<file path="config.mk">
export PLATFORM = sky130hd
export DESIGN_NAME = data_regs
export DESIGN_NICKNAME = d
export VERILOG_FILES = /design/src/hdl/data_regs_pkg.sv /design/src/hdl/data_regs.sv /design/src/hdl/pin_sync.sv /design/src/hdl/gpr_store.sv
export SDC_FILE = /design/constraint.sdc
export NUM_CORES = 1
export LEC_CHECK = 0
export BUFFER_PORTS_ARGS = -buffer_cell sky130_fd_sc_hd__buf_2
export CORE_MARGIN = 2
export CORE_UTILIZATION = 40
export CTS_BUF_LIST = sky130_fd_sc_hd__clkbuf_2
export DETAILED_ROUTE_END_ITERATION = 6
export PLACE_DENSITY = 0.69
export RECOVER_POWER = 50
export REMOVE_ABC_BUFFERS = 1
export SETUP_SLACK_MARGIN = 0.2
export SLEW_MARGIN = 20
export SYNTH_ARGS = -nofsm -noshare
export SYNTH_HDL_FRONTEND = slang
export SYNTH_SLANG_ARGS = --single-unit
</file>
<file path="constraint.sdc">
create_clock -name clk_sys -period 4.11 [get_ports clk_sys]
set_clock_uncertainty 0.2 [all_clocks]
set_input_delay 0.6165 -clock clk_sys [delete_from_list [all_inputs] [get_ports clk_sys]]
set_output_delay 0.6165 -clock clk_sys [all_outputs]
set_load 0.02 [all_outputs]
</file>
<file path="src/hdl/data_regs_pkg.sv">
package data_regs_pkg;

  // bus and datapath widths
  localparam int ADDR_W = 6;
  localparam int DATA_W = 8;
  localparam int PIN_W = 4;
  localparam int FADDR_W = 5;
  localparam int GPR_DEPTH = 24;
  localparam int GPR_IDX_W = 5;
  localparam int EVT_W = 4;

  //////////////////////////////////////////////////////////////////////////////
  // data memory file addresses
  localparam logic [FADDR_W-1:0] F_INDIRECT = 5'h00;
  localparam logic [FADDR_W-1:0] F_TIMER = 5'h01;
  localparam logic [FADDR_W-1:0] F_PC_LOW = 5'h02;
  localparam logic [FADDR_W-1:0] F_STATUS = 5'h03;
  localparam logic [FADDR_W-1:0] F_POINTER = 5'h04;
  localparam logic [FADDR_W-1:0] F_OSC_CAL = 5'h05;
  localparam logic [FADDR_W-1:0] F_PORT = 5'h06;
  localparam logic [FADDR_W-1:0] F_CMP_CTRL = 5'h07;
  localparam logic [FADDR_W-1:0] F_GPR_LO_LARGE = 5'h08;
  localparam logic [FADDR_W-1:0] F_GPR_LO_SMALL = 5'h10;
  localparam logic [FADDR_W-1:0] F_GPR_HI = 5'h1f;

  // bus-only registers above the data memory file
  localparam logic [ADDR_W-1:0] A_MEM_TOP = 6'h1f;
  localparam logic [ADDR_W-1:0] A_EVT_STATUS = 6'h20;
  localparam logic [ADDR_W-1:0] A_EVT_MASK = 6'h21;

  //////////////////////////////////////////////////////////////////////////////
  // reset values
  localparam logic [DATA_W-1:0] PC_LOW_RST = 8'hff;
  localparam logic [DATA_W-1:0] OSC_CAL_RST = 8'hfe;
  localparam logic [DATA_W-1:0] CMP_CTRL_RST = 8'hff;
  localparam logic [DATA_W-1:0] OPTION_RST = 8'hff;
  localparam logic [PIN_W-1:0] PORT_DIR_RST = 4'hf;
  localparam logic [DATA_W-1:0] STATUS_POR = 8'h18;
  localparam logic [2:0] POINTER_HIGH = 3'h7;
  localparam logic [1:0] PIN_ARM_DONE = 2'h3;

  // core_status bit positions
  localparam int ST_PIN_WAKE = 7;
  localparam int ST_CMP_WAKE = 6;
  localparam int ST_TIMEOUT = 4;
  localparam int ST_POWER_DOWN = 3;
  localparam int ST_NULL = 2;
  localparam int ST_NIBBLE = 1;
  localparam int ST_CARRY = 0;

  // event status / mask bit positions
  localparam int EV_TIMER_WRAP = 0;
  localparam int EV_PIN_CHANGE = 1;
  localparam int EV_CMP_WAKE = 2;
  localparam int EV_WAKE_RESET = 3;

  // the input-only pin of the port never drives
  localparam int PIN_INPUT_ONLY = 3;

endpackage

</file>
<file path="src/hdl/data_regs.sv">
`timescale 1ns/10ps
// Function
// data memory is one file of special-function and general byte registers
// small variant: seven special-function and sixteen general bytes
// large variant: eight special-function and twenty-four general bytes
// general bytes reachable by direct address and through indirect_pointer
// special-function map 00h..07h; address 00h forwards to indirect_pointer target
// pc_low_byte shows only low pc byte, resets to all ones
// without comparator, status bit 6 is reserved
// power-on values only at power-up; other resets load their own values
// port_direction and timer_option_control have no data address
// writes to timeout_flag and power_down_flag are ignored
// flag-updating instruction to status: flags come from result, not data
// without comparator, 07h reads zero and ignores writes
module data_regs #(
  parameter bit LARGE_FILE = 1'b1,
  parameter bit HAS_CMP = 1'b1
) (
  input wire logic clk_sys,
  input wire logic rst,
  input wire logic other_rst,
  input wire logic wake_cause,
  input wire logic [data_regs_pkg::ADDR_W-1:0] addr,
  input wire logic [data_regs_pkg::DATA_W-1:0] wr_data,
  input wire logic wr_en,
  input wire logic rd_en,
  output logic [data_regs_pkg::DATA_W-1:0] rd_data,
  input wire logic alu_flags_upd,
  input wire logic [2:0] alu_flags,
  input wire logic hw_flag_load,
  input wire logic hw_timeout,
  input wire logic hw_power_down,
  input wire logic pc_load,
  input wire logic [data_regs_pkg::DATA_W-1:0] pc_value,
  output logic [data_regs_pkg::DATA_W-1:0] pc_low,
  output logic [data_regs_pkg::DATA_W-1:0] status,
  input wire logic timer_tick,
  input wire logic cmp_wake,
  input wire logic dir_load,
  input wire logic [data_regs_pkg::PIN_W-1:0] dir_value,
  input wire logic option_load,
  input wire logic [data_regs_pkg::DATA_W-1:0] option_value,
  output logic [data_regs_pkg::DATA_W-1:0] option,
  output logic [data_regs_pkg::DATA_W-1:0] osc_cal,
  output logic [data_regs_pkg::DATA_W-1:0] cmp_control,
  input wire logic [data_regs_pkg::PIN_W-1:0] pins_in,
  output logic [data_regs_pkg::PIN_W-1:0] port_out,
  output logic [data_regs_pkg::PIN_W-1:0] port_oe,
  output logic irq
);
  import data_regs_pkg::*;

  // first general byte address depends on the variant
  localparam logic [FADDR_W-1:0] GPR_LO = LARGE_FILE ? F_GPR_LO_LARGE : F_GPR_LO_SMALL;

  logic [DATA_W-1:0] timer_q;
  logic [DATA_W-1:0] timer_d;
  logic [FADDR_W-1:0] ptr_q;
  logic [PIN_W-1:0] port_latch_q;
  logic [PIN_W-1:0] pins_prev_q;
  logic [1:0] pin_arm_q;
  logic [EVT_W-1:0] evt_q;
  logic [EVT_W-1:0] evt_d;
  logic [EVT_W-1:0] mask_q;
  logic [DATA_W-1:0] status_d;
  logic [PIN_W-1:0] pins_s;
  logic [DATA_W-1:0] gpr_rd;

  //////////////////////////////////////////////////////////////////////////////
  // address decode; indirect slot resolves to the pointer before decoding
  wire is_mem = addr <= A_MEM_TOP;
  wire [FADDR_W-1:0] direct_fa = addr[FADDR_W-1:0];
  wire is_ind = is_mem && direct_fa == F_INDIRECT;
  wire [FADDR_W-1:0] eff_fa = is_ind ? ptr_q : direct_fa;
  // pointer aimed at itself hits nothing: reads zero, writes dropped
  wire sel_tmr = is_mem && eff_fa == F_TIMER;
  wire sel_pc = is_mem && eff_fa == F_PC_LOW;
  wire sel_st = is_mem && eff_fa == F_STATUS;
  wire sel_ptr = is_mem && eff_fa == F_POINTER;
  wire sel_osc = is_mem && eff_fa == F_OSC_CAL;
  wire sel_port = is_mem && eff_fa == F_PORT;
  wire sel_cmp = HAS_CMP && is_mem && eff_fa == F_CMP_CTRL;
  wire sel_gpr = is_mem && eff_fa >= GPR_LO && eff_fa <= F_GPR_HI;
  wire sel_evt = addr == A_EVT_STATUS;
  wire sel_mask = addr == A_EVT_MASK;
  wire [GPR_IDX_W-1:0] gpr_idx = GPR_IDX_W'(eff_fa - F_GPR_LO_LARGE);

  // write strobes per register
  wire wr_tmr = wr_en && sel_tmr;
  wire wr_pc = wr_en && sel_pc;
  wire wr_st = wr_en && sel_st;
  wire wr_ptr = wr_en && sel_ptr;
  wire wr_osc = wr_en && sel_osc;
  wire wr_port = wr_en && sel_port;
  wire wr_cmp = wr_en && sel_cmp;
  wire wr_gpr = wr_en && sel_gpr;
  wire wr_mask = wr_en && sel_mask;
  wire rd_evt = rd_en && sel_evt;

  //////////////////////////////////////////////////////////////////////////////
  // read data selection; unmapped addresses give zero
  wire [DATA_W-1:0] ptr_view = {POINTER_HIGH, ptr_q};
  wire [DATA_W-1:0] port_view = {{(DATA_W-PIN_W){1'b0}}, pins_s};
  wire [DATA_W-1:0] evt_view = {{(DATA_W-EVT_W){1'b0}}, evt_q};
  wire [DATA_W-1:0] mask_view = {{(DATA_W-EVT_W){1'b0}}, mask_q};
  wire [DATA_W-1:0] rd_mux =
      ({DATA_W{sel_tmr}} & timer_q) |
      ({DATA_W{sel_pc}} & pc_low) |
      ({DATA_W{sel_st}} & status) |
      ({DATA_W{sel_ptr}} & ptr_view) |
      ({DATA_W{sel_osc}} & osc_cal) |
      ({DATA_W{sel_port}} & port_view) |
      ({DATA_W{sel_cmp}} & cmp_control) |
      ({DATA_W{sel_gpr}} & gpr_rd) |
      ({DATA_W{sel_evt}} & evt_view) |
      ({DATA_W{sel_mask}} & mask_view);

  // read data stands only in the cycle after the strobe
  always_ff @(posedge clk_sys) begin
    if (rst) begin
      rd_data <= '0;
    end else begin
      rd_data <= rd_en ? rd_mux : '0;
    end
  end

  //////////////////////////////////////////////////////////////////////////////
  // general purpose bytes
  gpr_store u_gpr (
    .clk_sys(clk_sys),
    .wr_en(wr_gpr),
    .idx(gpr_idx),
    .wr_data(wr_data),
    .rd_data(gpr_rd)
  );

  // port pins pass two flops before anything reads them
  pin_sync u_sync (
    .clk_sys(clk_sys),
    .pins_async(pins_in),
    .pins_sync(pins_s)
  );

  //////////////////////////////////////////////////////////////////////////////
  // timer count: a software write wins over a tick in the same cycle
  wire tmr_wrap = timer_tick && !wr_tmr && timer_q == '1;
  assign timer_d = wr_tmr ? wr_data : (timer_tick ? timer_q + 1'b1 : timer_q);

  // power-on value is undefined; zero chosen, other resets keep it
  always_ff @(posedge clk_sys) begin
    if (rst) begin
      timer_q <= '0;
    end else begin
      timer_q <= timer_d;
    end
  end

  //////////////////////////////////////////////////////////////////////////////
  // program counter low byte; core load and software write share it
  always_ff @(posedge clk_sys) begin
    if (rst || other_rst) begin
      pc_low <= PC_LOW_RST;
    end else if (wr_pc) begin
      pc_low <= wr_data;
    end else if (pc_load) begin
      pc_low <= pc_value;
    end
  end

  //////////////////////////////////////////////////////////////////////////////
  // core_status next value
  always_comb begin
    status_d = status;
    if (hw_flag_load) begin
      status_d[ST_TIMEOUT] = hw_timeout;
      status_d[ST_POWER_DOWN] = hw_power_down;
    end
    if (wr_st) begin
      // timeout and power-down bits are never taken from the data
      status_d[ST_PIN_WAKE] = wr_data[ST_PIN_WAKE];
      status_d[ST_CMP_WAKE] = HAS_CMP && wr_data[ST_CMP_WAKE];
      if (!alu_flags_upd) begin
        status_d[ST_NULL] = wr_data[ST_NULL];
        status_d[ST_NIBBLE] = wr_data[ST_NIBBLE];
        status_d[ST_CARRY] = wr_data[ST_CARRY];
      end
    end
    // the instruction result overrides the data write on these flags
    if (alu_flags_upd) begin
      status_d[ST_NULL] = alu_flags[2];
      status_d[ST_NIBBLE] = alu_flags[1];
      status_d[ST_CARRY] = alu_flags[0];
    end
    // hardware wake flag sets win over a software clear
    if (HAS_CMP && cmp_wake) begin
      status_d[ST_CMP_WAKE] = 1'b1;
    end
    if (other_rst) begin
      status_d[ST_PIN_WAKE] = wake_cause;
      status_d[ST_CMP_WAKE] = 1'b0;
    end
  end

  always_ff @(posedge clk_sys) begin
    if (rst) begin
      status <= STATUS_POR;
    end else begin
      status <= status_d;
    end
  end

  //////////////////////////////////////////////////////////////////////////////
  // indirect pointer; upper three bits read as ones
  always_ff @(posedge clk_sys) begin
    if (rst) begin
      ptr_q <= '0;
    end else if (wr_ptr) begin
      ptr_q <= wr_data[FADDR_W-1:0];
    end
  end

  // calibration keeps its value over non power-up resets
  always_ff @(posedge clk_sys) begin
    if (rst) begin
      osc_cal <= OSC_CAL_RST;
    end else if (wr_osc) begin
      osc_cal <= wr_data;
    end
  end

  // comparator control only exists on the comparator variant
  always_ff @(posedge clk_sys) begin
    if (rst || other_rst || !HAS_CMP) begin
      cmp_control <= HAS_CMP ? CMP_CTRL_RST : '0;
    end else if (wr_cmp) begin
      cmp_control <= wr_data;
    end
  end

  //////////////////////////////////////////////////////////////////////////////
  // direction and option load through their own strobes, not the file
  always_ff @(posedge clk_sys) begin
    if (rst || other_rst) begin
      option <= OPTION_RST;
    end else if (option_load) begin
      option <= option_value;
    end
  end

  // enable is the inverse of direction; the input-only pin never drives
  always_ff @(posedge clk_sys) begin
    if (rst || other_rst) begin
      port_oe <= ~PORT_DIR_RST;
    end else if (dir_load) begin
      port_oe <= ~dir_value;
      port_oe[PIN_INPUT_ONLY] <= 1'b0;
    end
  end

  // output latch; reads show the pins, not the latch
  always_ff @(posedge clk_sys) begin
    if (rst) begin
      port_latch_q <= '0;
      port_out <= '0;
    end else begin
      if (wr_port) begin
        port_latch_q <= wr_data[PIN_W-1:0];
      end
      port_out <= wr_port ? wr_data[PIN_W-1:0] : port_latch_q;
    end
  end

  //////////////////////////////////////////////////////////////////////////////
  // pin change: armed after the synchroniser has filled after reset
  wire pin_armed = pin_arm_q == PIN_ARM_DONE;
  wire pin_change = pin_armed && (pins_s != pins_prev_q);

  always_ff @(posedge clk_sys) begin
    pins_prev_q <= pins_s;
    if (rst) begin
      pin_arm_q <= '0;
    end else if (!pin_armed) begin
      pin_arm_q <= pin_arm_q + 1'b1;
    end
  end

  //////////////////////////////////////////////////////////////////////////////
  // sticky events, cleared by reading; a same-cycle event still lands
  wire [EVT_W-1:0] evt_set = {other_rst && wake_cause, HAS_CMP && cmp_wake, pin_change, tmr_wrap};
  assign evt_d = (evt_q & ~{EVT_W{rd_evt}}) | evt_set;

  always_ff @(posedge clk_sys) begin
    if (rst) begin
      evt_q <= '0;
      mask_q <= '0;
      irq <= 1'b0;
    end else begin
      evt_q <= evt_d;
      if (wr_mask) begin
        mask_q <= wr_data[EVT_W-1:0];
      end
      irq <= |(evt_d & (wr_mask ? wr_data[EVT_W-1:0] : mask_q));
    end
  end

endmodule // data_regs

</file>
<file path="src/hdl/pin_sync.sv">
`timescale 1ns/10ps
// two-stage synchroniser for the asynchronous port pins
module pin_sync (
  input wire logic clk_sys,
  input wire logic [data_regs_pkg::PIN_W-1:0] pins_async,
  output logic [data_regs_pkg::PIN_W-1:0] pins_sync
);
  import data_regs_pkg::*;

  logic [PIN_W-1:0] meta_q;

  //////////////////////////////////////////////////////////////////////////////
  // one chain per pin; the first stage feeds only the second
  for (genvar i = 0; i < PIN_W; i++) begin : g_pin
    always_ff @(posedge clk_sys) begin
      meta_q[i] <= pins_async[i];
      pins_sync[i] <= meta_q[i];
    end
  end

endmodule // pin_sync

</file>
<file path="src/hdl/gpr_store.sv">
`timescale 1ns/10ps
// general purpose byte storage; contents are undefined after power-up
module gpr_store (
  input wire logic clk_sys,
  input wire logic wr_en,
  input wire logic [data_regs_pkg::GPR_IDX_W-1:0] idx,
  input wire logic [data_regs_pkg::DATA_W-1:0] wr_data,
  output logic [data_regs_pkg::DATA_W-1:0] rd_data
);
  import data_regs_pkg::*;

  logic [DATA_W-1:0] mem [GPR_DEPTH];

  //////////////////////////////////////////////////////////////////////////////
  // asynchronous read so the bus can register it next cycle
  assign rd_data = mem[idx];

  // no reset: ram content survives every reset kind
  always_ff @(posedge clk_sys) begin
    if (wr_en) begin
      mem[idx] <= wr_data;
    end
  end

endmodule // gpr_store

</file>
==> flow_summary.ini <==
[cts]
clk_pin_slew_ns = 0.10
cts.sinks = 282
cts_tree = done
ctsResizeCount = 0
cts_setup_buffers = 0
cts-htree-levels = 3
cts_made_buffers = 72
clock_latency_ns = 0.84
postCtsHoldBufs = 50
clockRootBuffer = clkbuf_2
clockBufferDepth = 3

[synth]
synth_xor_area_share_pct = 0.919
synthArstFlopShare_pct = 0
synth-simple-area-share_pct = 11.5
synthFlopType = edfxtp_1
synth_edf_count = 192
synth_top_family_by_area = compound AO/OA/AOI/OAI gates
synth_fa_ha_area_share_pct = 0.656
ys_seq_elements = 282
synth.most_common_cell = edfxtp_1
syn_area_um2 = 11400
synth_area_leaders = edfxtp_1, dfxtp_1, nand2_1
yosysUniqueCellTypes = 65
synth_commonest_cells = edfxtp_1, nand2_1, nor2_1
synth_largest_area_cell = edfxtp_1
ys_seq_area_share_pct = 66.1
avgSynthCellArea_um2 = 12.0
ys_warn_count = 0
synthMuxAreaShare_pct = 4.00
synth_top_area_share_pct = 50.4
syn_inst = 954
synth_compound_area_share_pct = 13.9

[sta]
slew_viol_final = 178
finalHoldViolations = 0
worst_pin_slew_ns = 1.92
fin_crit_ns = 3.13
setup_viol = 0
fin_ws_ns = 0.982
rsz0062_at_grt = false
fmax_mhz = 320
fin_crit_sh_pct = 76.1
relSlewSlack_pct = -27.8

[floorplan]
initial_core_util_pct = 40.8
core-area_um2 = 28000
fp.dieW_um = 173
die_h_um = 173
ios = 113
die_area_um2 = 30000
rows = 61

[route]
antenna_left = 0
vias_per_cell = 5.51
firstDrtPassIters = 7
drc = 1
dr.first_iter.drc_count = 827
drt_wl_total_um = 32600
vias = 8843
wl_per_cell_um = 20.3

[worst_setup_path]
required_ns = 4.56
start_kind = flip-flop
crit_type = reg2reg
cp_max_fo = 39
cp.arrival_ns = 3.57
end_kind = flip-flop

[grt]
grt_overflow = 0
grt.total_usage_pct = 21.7
grt_pass1_wl_um = 50300
grt_pass1_vias = 8963
grt_max_degree = 49
antenna_found_initial = 1

[placement]
port_buffers = 109
dp_hpwl_um = 20600
place_congestion = 0.888
place_area_um2 = 12600
pre_cts_ws_ns = 0.510

[final_layout]
multiInputGateArea_um2 = 3590
design_area_um2 = 13700
fin_nets = 1242
seqCellArea_um2 = 7570
area_delta_synth_final_pct = 19.3
drive_gt1_share_pct = 19.4
n_fill_cell = 2552
post-route-util_pct = 48.7

[run_status]
status = complete, but fails checks
violations = design-rule violations, max-capacitance violations, max-slew violations

[worst_hold_path]
min_path_type = reg2reg

[power]
peakVddDrop_mv = 0.245
power_mw = 5.34
p_leak_nw = 5.09
p_per_area_nw_per_um2 = 391

[job]
maxCapViolations = 6
state kept, by name, summed over array words and instances (netlist names):
name,cells
u_sync.meta_q,4
ptr_q,5
u_gpr.mem,192
osc_cal,8
u_sync.pins_sync,4
option,8
irq,1
port_oe,3
port_latch_q,4
status,7
pin_arm_q,2
mask_q,4
timer_q,8
pins_prev_q,4
cmp_control,8
pc_low,8
evt_q,4
rd_data,8
where the power goes:
part / internal [mW] / switching [mW]
clock: 0.680 / 1.09
sequential: 3.07 / 0.0266
combinational: 0.170 / 0.305
logic make-up after synthesis:
kind of cell / Yosys count
AO/OA/AOI/OAI: 226
buffers and inverters: 71
XOR/XNOR: 12
other: 1
AND/OR/NAND/NOR: 314
flip-flops: 282
adder cells (fa/ha/maj): 6
multiplexers: 42
metrics by stage:
step | std cells | TNS [ns] | hold WS, ns
floorplan | 898 | -3.85 | 0.110
global placement | 1434 | 0 | 0.110
detailed placement | 1434 | 0 | 0.112
CTS | 1605 | 0 | 0.0626
global route | 1606 | 0 | 0.0836
finish | 1606 | 0 | 0.132
cell usage in the layout, fill, tap and decap left out, types with 10 or more instances in the layout:
cell type	synthesis	final
mux2i_1	39	39
a211oi_1	10	10
o221ai_1	20	20
nand3_1	18	18
a21oi_1	67	66
edfxtp_1	192	192
inv_1	14	14
o211ai_1	10	10
buf_4	2	46
clkbuf_2	0	106
buf_2	17	66
dlygate4sd3_1	0	50
o21ai_0	15	15
dfxtp_1	90	90
nand2_1	164	165
a31oi_1	12	11
a222oi_1	11	11
a32oi_1	21	21
clkbuf_1	30	44
nor2_1	92	92
path summary, 6_finish.rpt:
kind,start,endpoint,slack (ns),cells after the start
min,u_sync.meta_q[3],u_sync.pins_sync[3],0.13,0
min reg2reg,u_sync.meta_q[3],u_sync.pins_sync[3],0.13,0
max reg2reg,ptr_q[0],rd_data[5],0.98,8
max,ptr_q[0],rd_data[5],0.98,8
area by class of cell:
class	count	share of cell area, %
antenna	1	0.0183
clock buffer	106	3.89
clock inverter	15	0.431
inverter	14	0.385
multi-input combinational	602	26.3
sequential	282	55.4
tap	378	3.46
timing repair buffer	208	10.1
metal layers:
layer,share of wire (%),global-route usage [%]
met5,0,0
met4,3.4,9.00
met3,9.1,5.87
met2,47,35.2
met1,41,27.5
worst max-delay path: stages (launching register included):
cell and delay (ns):
dfxtp_1 0.39, nor2b_1 0.20, a21oi_4 0.42, buf_12 0.29, mux2i_1 0.26, o22ai_1 0.11, a21oi_1 0.17, nor4b_1 0.69
o32ai_1 0.20
Power figures use the tool's default switching activity.
